### config.mk
export PLATFORM = sky130hd
export DESIGN_NAME = proximity_tag_command_handler
export DESIGN_NICKNAME = d
export VERILOG_FILES = /design/src/verilog/proximity_tag_command_handler.v
export VERILOG_INCLUDE_DIRS = /design/src /design/src/verilog
export SDC_FILE = /design/constraint.sdc
export NUM_CORES = 2
export LEC_CHECK = 0
export BUFFER_PORTS_ARGS = -buffer_cell sky130_fd_sc_hd__buf_2
export CAP_MARGIN = 30
export CORE_MARGIN = 2
export CORE_UTILIZATION = 40
export CTS_BUF_LIST = sky130_fd_sc_hd__clkbuf_2 sky130_fd_sc_hd__clkbuf_4 sky130_fd_sc_hd__clkbuf_8
export DETAILED_ROUTE_END_ITERATION = 12
export PLACE_DENSITY = 0.58
export SLEW_MARGIN = 0
export SYNTH_ARGS = -nofsm -noshare
export SYNTH_HDL_FRONTEND = slang
export SYNTH_SLANG_ARGS = --single-unit
### constraint.sdc
create_clock -name ref_clk -period 14.5 [get_ports ref_clk]
set_input_delay 0.725 -clock ref_clk [delete_from_list [all_inputs] [get_ports ref_clk]]
set_output_delay 0.725 -clock ref_clk [all_outputs]
set_load 0.02 [all_outputs]
### src/verilog/tag_cmd_defs.vh
/*
 * Constants of the proximity tag command handler: frame codes, poll
 * request codes, status flag values, field limits and timing.
 * Assumes inclusion by bare name from the design file.
 */
`ifndef TAG_CMD_DEFS_VH
`define TAG_CMD_DEFS_VH

// Command and response codes
`define CMD_POLL 8'h00
`define CMD_READ 8'h06
`define CMD_WRITE 8'h08
`define RSP_POLL 8'h01
`define RSP_READ 8'h07
`define RSP_WRITE 8'h09

// Poll request codes and answers
`define REQ_NONE 2'd0
`define REQ_SYSCODE 2'd1
`define REQ_PROTO 2'd2
`define PROTO_CAP 16'h0083
`define SYS_ALL 16'hffff
`define SYS_ANY_CAT 16'haaff

// Status flags
`define ST_OK 8'h00
`define ST_FAIL 8'hff
`define ERR_HOST_NORSP 8'h50
`define ERR_HOST 8'h51
`define ERR_SVC_CNT 8'ha1
`define ERR_BLK_CNT 8'ha2
`define ERR_SVC_DIFF 8'ha3
`define ERR_SELF 8'h60

// Field limits
`define READ_SVC_MAX 8'h0f
`define READ_BLK_MAX 8'h0f
`define WRITE_SVC_MAX 8'h0b
`define WRITE_SVC_SPLIT 8'h08
`define WRITE_BLK_MAX_LO 8'h0c
`define WRITE_BLK_MAX_HI 8'h0b
`define BLIST_SHORT_BIT 7

// Frame layout positions (byte index of response)
`define POS_STAT1 8'd9
`define POS_STAT2 8'd10
`define POS_BLKN 8'd11
`define POS_DATA 8'd12
`define POS_REQ 8'd17
`define LEN_STAT 8'd11

// Timing
`define HOST_TIMEOUT_NS 10000
`define CLK_PERIOD_NS 8

`endif

### src/verilog/proximity_tag_command_handler.v
/*
 * Proximity tag command handler: parses poll, block-read and
 * block-write frames, checks their fields, runs memory or host
 * accesses and streams the response through a two-entry buffer.
 * Assumes framed command bytes arrive with a last marker and that the
 * memory or host answers each byte access with a one-cycle ack.
 */
// Functional notes
// - Poll answer: code, 8-byte card identifier, 8-byte time descriptor, optional data
// - Poll request code zero adds no request data
// - Poll request code one appends the configured two-byte system code
// - Poll request code two appends fixed capability value 0x0083
// - Read frame: code, identifier, service count and ids, block count, block list
// - Read service count must be 1 to 15, else error answer
// - Service id values ignored; differing ids among several give an error
// - Read block count must be 1 to 15, else error answer
// - Read answer: code, identifier, two status flags, block count, 16 bytes per block
// - Read answer drops block count and data unless status is normal end
// - Write frame: code, identifier, services, block count, list, 16 bytes per block
// - Write service count must be 1 to 11, else error answer
// - Write with 1 to 8 services accepts 1 to 12 blocks only
// - Write with 9 to 11 services accepts 1 to 11 blocks only
// - Tunnel mode sends reads and writes to the host instead of memory
// - Bad service count answers flags 0xff and 0xa1
// - Bad block count answers flags 0xff and 0xa2
`include "tag_cmd_defs.vh"
`timescale 1ns/1ns
`default_nettype none

module proximity_tag_command_handler #(
   parameter HOST_TIMEOUT = `HOST_TIMEOUT_NS / `CLK_PERIOD_NS,
   parameter MAX_BLOCKS = 15
) (
   // Clock and reset
   input wire ref_clk,
   input wire reset,
   // Command byte stream
   input wire [7:0] cmd_data,
   input wire cmd_valid,
   input wire cmd_last,
   output wire cmd_ready,
   // Response byte stream
   output wire [7:0] rsp_data,
   output wire rsp_valid,
   output wire rsp_last,
   input wire rsp_ready,
   // Configuration
   input wire [63:0] card_identifier,
   input wire [63:0] resp_time_desc,
   input wire [15:0] system_code,
   input wire tunnel_mode,
   // Byte access to memory or host
   output wire acc_req,
   output wire acc_host,
   output wire acc_write,
   output wire [15:0] acc_block,
   output wire [3:0] acc_offset,
   output wire [7:0] acc_wdata,
   input wire [7:0] acc_rdata,
   input wire acc_ack,
   input wire acc_err
);

   localparam S_CODE = 11'h001;
   localparam S_ID = 11'h002;
   localparam S_POLL = 11'h004;
   localparam S_SVCN = 11'h008;
   localparam S_SVC = 11'h010;
   localparam S_BLKN = 11'h020;
   localparam S_BLIST = 11'h040;
   localparam S_WDATA = 11'h080;
   localparam S_SKIP = 11'h100;
   localparam S_EXEC = 11'h200;
   localparam S_RESP = 11'h400;

   reg [10:0] state;
   reg [7:0] cmd;
   reg [7:0] cnt;
   reg [7:0] svc_n;
   reg [15:0] svc_first;
   reg [7:0] blk_n;
   reg [3:0] blk_i;
   reg [1:0] sub;
   reg len3;
   reg [15:0] blk_num [0:MAX_BLOCKS-1];
   reg [7:0] data [0:16*MAX_BLOCKS-1];
   reg [1:0] poll_req;
   reg [15:0] sys_in;
   reg fin;
   reg [7:0] err;
   reg [7:0] out_idx;
   reg [7:0] acc_idx;
   reg [15:0] tmo;
   reg [7:0] b_data [0:1];
   reg b_last [0:1];
   reg wr_ptr;
   reg rd_ptr;
   reg [1:0] b_cnt;

   reg [7:0] next_err;
   reg byte_done;
   reg [7:0] out_byte;
   reg [7:0] resp_len;

   wire take = cmd_valid && cmd_ready;
   wire push = (state == S_RESP) && (b_cnt != 2'd2);
   wire pop = rsp_valid && rsp_ready;
   wire is_poll = (cmd == `CMD_POLL);
   wire is_write = (cmd == `CMD_WRITE);
   // Index of the final data byte: 16 bytes per listed block, counted from zero
   wire [3:0] blk_top = blk_n[3:0] - 4'd1;
   wire [7:0] last_data = {blk_top, 4'hf};
   wire [15:0] proto_cap = `PROTO_CAP;
   wire sys_match = (sys_in == `SYS_ALL) || (sys_in == `SYS_ANY_CAT) ||
                    (sys_in == system_code);

   // Byte i of a 64-bit field, most significant first
   function [7:0] byte_of;
      input [63:0] v;
      input [2:0] i;
      begin
         byte_of = v[(7 - i) * 8 +: 8];
      end
   endfunction

   // Range test shared by all count fields
   function in_range;
      input [7:0] v;
      input [7:0] hi;
      begin
         in_range = (v != 8'h00) && (v <= hi);
      end
   endfunction

   // Field checks on the byte being taken, and end-of-command detection
   always @* begin
      next_err = `ST_OK;
      byte_done = 1'b0;
      case (state)
         S_POLL: begin
            byte_done = (cnt == 8'd3);
         end
         S_SVCN: begin
            if (!in_range(cmd_data, is_write ? `WRITE_SVC_MAX : `READ_SVC_MAX)) begin
               next_err = `ERR_SVC_CNT;
               byte_done = 1'b1;
            end
         end
         S_SVC: begin
            // Values ignored, only equality among them matters
            // Both bytes of every later id must match the first id
            if (cnt >= 8'd2 && cmd_data != (cnt[0] ? svc_first[7:0] : svc_first[15:8])) begin
               next_err = `ERR_SVC_DIFF;
            end
         end
         S_BLKN: begin
            if (is_write) begin
               if (!in_range(cmd_data, (svc_n <= `WRITE_SVC_SPLIT) ?
                             `WRITE_BLK_MAX_LO : `WRITE_BLK_MAX_HI)) begin
                  next_err = `ERR_BLK_CNT;
                  byte_done = 1'b1;
               end
            end else if (!in_range(cmd_data, `READ_BLK_MAX)) begin
               next_err = `ERR_BLK_CNT;
               byte_done = 1'b1;
            end
         end
         S_BLIST: begin
            byte_done = !is_write && ({1'b0, blk_i} == blk_n[4:0] - 5'd1) &&
                        ((sub == 2'd1 && !len3) || sub == 2'd2);
         end
         S_WDATA: begin
            byte_done = (cnt == last_data);
         end
         default: begin
            byte_done = 1'b0;
         end
      endcase
   end

   // Response length and byte at out_idx
   always @* begin
      if (is_poll) begin
         resp_len = (poll_req != `REQ_NONE) ? `POS_REQ + 8'd2 : `POS_REQ;
      end else if (!is_write && err == `ST_OK) begin
         resp_len = `POS_DATA + {blk_n[3:0], 4'h0};
      end else begin
         resp_len = `LEN_STAT;
      end
      out_byte = 8'h00;
      if (out_idx == 8'd0) begin
         out_byte = is_poll ? `RSP_POLL : (is_write ? `RSP_WRITE : `RSP_READ);
      end else if (out_idx < `POS_STAT1) begin
         out_byte = byte_of(card_identifier, out_idx[2:0] - 3'd1);
      end else if (is_poll) begin
         if (out_idx < `POS_REQ) begin
            out_byte = byte_of(resp_time_desc, out_idx[2:0] - 3'd1);
         end else if (poll_req == `REQ_SYSCODE) begin
            out_byte = (out_idx == `POS_REQ) ? system_code[15:8] : system_code[7:0];
         end else begin
            out_byte = (out_idx == `POS_REQ) ? proto_cap[15:8] : proto_cap[7:0];
         end
      end else if (out_idx == `POS_STAT1) begin
         out_byte = (err == `ST_OK) ? `ST_OK : `ST_FAIL;
      end else if (out_idx == `POS_STAT2) begin
         out_byte = err;
      end else if (out_idx == `POS_BLKN) begin
         out_byte = blk_n;
      end else begin
         out_byte = data[out_idx - `POS_DATA];
      end
   end

   // Access port is live only for a checked, error-free command
   assign acc_req = (state == S_EXEC) && (err == `ST_OK) && !is_poll;
   assign acc_host = tunnel_mode;
   assign acc_write = is_write;
   assign acc_block = blk_num[acc_idx[7:4]];
   assign acc_offset = acc_idx[3:0];
   assign acc_wdata = data[acc_idx];
   // Input stalls while a command executes or answers
   assign cmd_ready = (state != S_EXEC) && (state != S_RESP);

   // Command parse, execution and response sequencing
   always @(posedge ref_clk) begin
      if (reset) begin
         state <= S_CODE;
         cmd <= 8'h00;
         cnt <= 8'h00;
         svc_n <= 8'h00;
         svc_first <= 16'h0000;
         blk_n <= 8'h00;
         blk_i <= 4'h0;
         sub <= 2'd0;
         len3 <= 1'b0;
         poll_req <= `REQ_NONE;
         sys_in <= 16'h0000;
         fin <= 1'b0;
         err <= `ST_OK;
         out_idx <= 8'h00;
         acc_idx <= 8'h00;
         tmo <= 16'h0000;
      end else begin
         if (take) begin
            cnt <= cnt + 8'd1;
            if (err == `ST_OK) begin
               err <= next_err;
            end
            case (state)
               S_CODE: begin
                  cmd <= cmd_data;
                  cnt <= 8'h00;
                  err <= `ST_OK;
                  fin <= 1'b0;
                  poll_req <= `REQ_NONE;
                  blk_i <= 4'h0;
                  sub <= 2'd0;
                  if (cmd_data == `CMD_POLL) begin
                     state <= S_POLL;
                  end else if (cmd_data == `CMD_READ || cmd_data == `CMD_WRITE) begin
                     state <= S_ID;
                  end else begin
                     state <= S_SKIP;
                  end
               end
               S_ID: begin
                  // Identifier is accepted as sent by the reader
                  if (cnt == 8'd7) begin
                     state <= S_SVCN;
                  end
               end
               S_POLL: begin
                  if (cnt == 8'd0) begin
                     sys_in[15:8] <= cmd_data;
                  end else if (cnt == 8'd1) begin
                     sys_in[7:0] <= cmd_data;
                  end else if (cnt == 8'd2) begin
                     // Unknown request codes act as no request
                     poll_req <= (cmd_data == 8'h01) ? `REQ_SYSCODE :
                                 (cmd_data == 8'h02) ? `REQ_PROTO : `REQ_NONE;
                  end
               end
               S_SVCN: begin
                  svc_n <= cmd_data;
                  cnt <= 8'h00;
                  state <= S_SVC;
               end
               S_SVC: begin
                  if (cnt == 8'd0) begin
                     svc_first[15:8] <= cmd_data;
                  end else if (cnt == 8'd1) begin
                     svc_first[7:0] <= cmd_data;
                  end
                  if (cnt == {svc_n[6:0], 1'b0} - 8'd1) begin
                     state <= S_BLKN;
                  end
               end
               S_BLKN: begin
                  blk_n <= cmd_data;
                  state <= S_BLIST;
               end
               S_BLIST: begin
                  if (sub == 2'd0) begin
                     len3 <= !cmd_data[`BLIST_SHORT_BIT];
                     sub <= 2'd1;
                  end else begin
                     if (sub == 2'd1) begin
                        blk_num[blk_i] <= {8'h00, cmd_data};
                     end else begin
                        blk_num[blk_i][15:8] <= cmd_data;
                     end
                     if (sub == 2'd2 || !len3) begin
                        sub <= 2'd0;
                        blk_i <= blk_i + 4'd1;
                        if ({1'b0, blk_i} == blk_n[4:0] - 5'd1 && is_write) begin
                           cnt <= 8'h00;
                           state <= S_WDATA;
                        end
                     end else begin
                        sub <= 2'd2;
                     end
                  end
               end
               S_WDATA: begin
                  data[cnt] <= cmd_data;
               end
               default: begin
                  state <= state;
               end
            endcase
            // Frame end decides between answering and dropping
            if (state == S_SKIP) begin
               if (cmd_last) begin
                  state <= fin ? S_EXEC : S_CODE;
               end
            end else if (state != S_CODE) begin
               if (byte_done) begin
                  fin <= 1'b1;
                  state <= cmd_last ? S_EXEC : S_SKIP;
               end else if (cmd_last) begin
                  state <= S_CODE; // Truncated frames get no answer
               end
            end
            acc_idx <= 8'h00;
            tmo <= 16'h0000;
            out_idx <= 8'h00;
         end
         // Byte accesses run only after every check has passed
         if (state == S_EXEC) begin
            if (is_poll) begin
               state <= sys_match ? S_RESP : S_CODE;
            end else if (err != `ST_OK) begin
               state <= S_RESP;
            end else if (acc_ack) begin
               tmo <= 16'h0000;
               if (!is_write) begin
                  data[acc_idx] <= acc_rdata;
               end
               if (acc_err) begin
                  err <= tunnel_mode ? `ERR_HOST : `ERR_SELF;
                  state <= S_RESP;
               end else if (acc_idx == last_data) begin
                  state <= S_RESP;
               end else begin
                  acc_idx <= acc_idx + 8'd1;
               end
            end else if (tunnel_mode && tmo == HOST_TIMEOUT[15:0] - 16'd1) begin
               // A silent host must not hang the tag
               err <= `ERR_HOST_NORSP;
               state <= S_RESP;
            end else begin
               tmo <= tmo + 16'd1;
            end
         end
         // Response bytes enter the buffer as room allows
         if (push) begin
            out_idx <= out_idx + 8'd1;
            if (out_idx == resp_len - 8'd1) begin
               state <= S_CODE;
            end
         end
      end
   end

   // Two-entry output buffer so a stalled receiver loses no byte
   always @(posedge ref_clk) begin
      if (reset) begin
         wr_ptr <= 1'b0;
         rd_ptr <= 1'b0;
         b_cnt <= 2'd0;
      end else begin
         if (push) begin
            b_data[wr_ptr] <= out_byte;
            b_last[wr_ptr] <= (out_idx == resp_len - 8'd1);
            wr_ptr <= !wr_ptr;
         end
         if (pop) begin
            rd_ptr <= !rd_ptr;
         end
         b_cnt <= b_cnt + {1'b0, push} - {1'b0, pop};
      end
   end

   assign rsp_valid = (b_cnt != 2'd0);
   assign rsp_data = rsp_valid ? b_data[rd_ptr] : 8'h00;
   assign rsp_last = rsp_valid && b_last[rd_ptr];

endmodule // proximity_tag_command_handler

`default_nettype wire

==> impl_metrics.yaml <==
detailed_routing:
  drt-initial-drc-count: 9513
  drt-total-wl_um: 363700
  num_vias: 66170
  via_per_inst: 6.412
  postRouteAntennaNets: 0
  post_drt_wl_per_cell_um: 35.24
  post-route-drc-count: 0
  dr.pass1.iters: 6
clock_tree:
  htreeDepth: 5
  path_clk_slew_ns: 0.07
  cts_tree: "yes"
  clock_sinks: 2308
  cts_resized: 0
  numCtsBuffers: 405
  clock_latency_ns: 1.11
  post-cts-setup-buffers: 0
  clk_path_buf_depth: 4
  clockRootBuffer: "clkbuf_8"
critical_path:
  crit_fanout: 39
  endpoint_kind: "output port"
  cp-start-kind: "register"
  path_class: "reg -> out"
  cp.arrival_ns: 6.62
  worstPathRequired_ns: 13.78
final_layout:
  fin_util: 0.4564
  fill_cells: 23070
  final_common_cell: "edfxtp_1"
  syn2layout_area_growth_pct: 13.22
  stdcell_count: 10320
  drive_gt1_frac: 0.3741
  final_cell_mix: "2178 x edfxtp_1, 1228 x mux4_2, 426 x nor2_1, 415 x clkbuf_8, 330 x nand2_1"
  final_nets: 6626
place:
  dp.cells: 9579
  place_congestion: 0.9440
  portBuffers: 209
  hpwl_um: 237600
floorplanning:
  start_util: 0.4031
  core_area_mm2: 0.2712
  die_area_mm2: 0.2776
  floorplan.rows: 191
  fp.dieH_um: 526.8
  fp.dieW_um: 526.8
  io_pins: 210
sta:
  hold_ws_ns: 0.1064
  finalHoldViolations: 0
  slew_headroom: 0.1959
  tns_ns: 0
  rsz0062_at_grt: "no"
  timing.final.crit_period_ns: 7.348
  finalSetupViolations: 0
  fmax_mhz: 136.1
  maxSlewViolCount: 0
  fin_skew_ns: 0.08928
  fin_crit_sh: 0.5068
  worst_pin_slew_ns: 1.206
power:
  peakVddDrop_v: 0.00009719
  power_density_mw_per_mm2: 108.9
  p_leak_nw: 37.29
flow_run:
  maxCapViolations: 0
synthesis:
  yosysSeqAreaShare: 0.6220
  synth-simple-area-share: 0.04875
  ys_ff_latch: 2308
  synth.distinct_cells: 96
  synthXorXnorAreaFrac: 0.006706
  synth.net_count: 6124
  synth_edf_count: 2178
  yosys.area_share.adder: 0.003318
  async_flop_share: 0
  synth.cell_area_mm2: 0.1093
  yosys_warnings: 0
  synth_mux_area_frac: 0.2698
  avgSynthCellArea_um2: 18.45
  synth_top_family_by_area: "multiplexers"
  synth_compound_area_frac: 0.02753
  synth_flop_cell: "edfxtp_1"
  syn-instance-count: 5927
global_routing:
  antenna_found_initial: 27
  grt_usage: 0.2597
  grt_pass1_wl_um: 508700
  grt_pass1_vias: 65440
  grt_start_max_net_pins: 166
  grt.overflow.total: 0
status:
  status: "complete, no violations"
min_path:
  hp-class: "in -> reg"
flip-flops by register name (all words and copies together) (netlist names), 11 cells and up, named ones only:
register	cells
sys_in	16
data	1920
b_data	16
svc_first	16
blk_num	240
tmo	16
state	11
Yosys cell counts (15+ instances only):
master | n | area (um2)
xnor2_1 | 33 | 289.0
a32oi_1 | 19 | 166.4
nor3_1 | 63 | 315.3
nor4_1 | 23 | 143.9
xor2_1 | 41 | 359.1
edfxtp_1 | 2178 | 65400
nand3_1 | 91 | 455.4
o21ai_0 | 63 | 315.3
clkbuf_1 | 200 | 750.7
a21oi_1 | 109 | 545.5
mux2i_1 | 146 | 1461
and3_1 | 17 | 106.4
nand2_1 | 341 | 1280
a31oi_1 | 28 | 175.2
nand4_1 | 42 | 262.8
or3_1 | 15 | 93.84
o211ai_1 | 25 | 187.7
buf_1 | 47 | 176.4
dfxtp_1 | 130 | 2603
mux2_2 | 33 | 371.6
nor2b_1 | 26 | 162.7
mux4_2 | 1228 | 27660
nand2b_1 | 20 | 125.1
buf_4 | 51 | 382.9
a211oi_1 | 19 | 142.6
nor2_1 | 430 | 1614
buf_2 | 135 | 675.7
inv_1 | 34 | 127.6
a22oi_1 | 27 | 202.7
and2_1 | 37 | 231.5
ha_1 | 29 | 362.9
buf_6 | 23 | 259.0
stage by stage:
stage               setup WS [ns]  power (W)  area (um2)
finish                      7.152    0.01348      123800
global route                6.711    0.01386      123800
CTS                         6.771    0.01355      123500
detailed placement          7.958   0.007736      115800
global placement            7.882   0.007723      114700
floorplan                   1.326   0.007605      109300
worst paths after layout:
path / cells after the start / slack (ns) / start / endpoint
worst max-delay path: 10 / 7.15 / acc_idx[0] / acc_wdata[2]
worst min-delay path: 5 / 0.11 / acc_err / err[0]
worst max register to register: 11 / 8.28 / out_idx[2] / b_data[1][1]
worst min register to register: 2 / 0.45 / svc_first[13] / svc_first[13]
report_power, final:
| group | switching [W] | total, W | internal [W] | leakage, nW |
|---|---|---|---|---|
| Combinational | 0.000229 | 0.000311 | 0.0000825 | 12.8 |
| Sequential | 0.0000114 | 0.00730 | 0.00728 | 20.4 |
| Clock | 0.00273 | 0.00588 | 0.00315 | 4.08 |
area by class of cell:
class / count / area [um2] / area share
clock buffer: 558 / 6785 / 0.05481
timing repair buffer: 551 / 4185 / 0.03381
sequential: 2308 / 68040 / 0.5496
tap: 3570 / 4467 / 0.03608
clock inverter: 150 / 873.3 / 0.007055
multi-input combinational: 3122 / 39240 / 0.3170
antenna: 20 / 50.05 / 0.0004043
inverter: 41 / 157.7 / 0.001273
kinds of logic (layout without fill, tap and decap cells):
logic type / after synthesis / count (layout)
xor+xnor: 78 / 78
other cells: 0 / 20
mux: 1408 / 1408
simple gates: 1168 / 1168
buf+inv: 497 / 1300
fa+ha+maj: 29 / 29
flops: 2308 / 2308
compound gates: 439 / 439
worst max-delay path: stages, from the launching register on:
cell	delay (ns)
dfxtp_4	0.76
buf_4	0.72
buf_4	0.63
buf_4	0.75
mux4_2	0.59
mux4_2	0.56
mux4_2	0.49
mux2i_1	0.34
a21oi_1	0.18
buf_4	0.24
buf_2	0.17
routing by layer:
| layer | wire, um | track usage | share of wire |
|---|---|---|---|
| met1 | 139500 | 0.3522 | 0.38 |
| met2 | 165700 | 0.3941 | 0.46 |
| met3 | 42090 | 0.07517 | 0.12 |
| met4 | 16250 | 0.1055 | 0.045 |
| met5 | 201 | 0 | 0.00055 |
repair_timing:
action / CTS / global route
endpoints found under the setup margin: 0 / 0
endpoints found under the hold margin: 6 / 0
hold buffers: 3 / 0
Power figures use the tool's default switching activity.
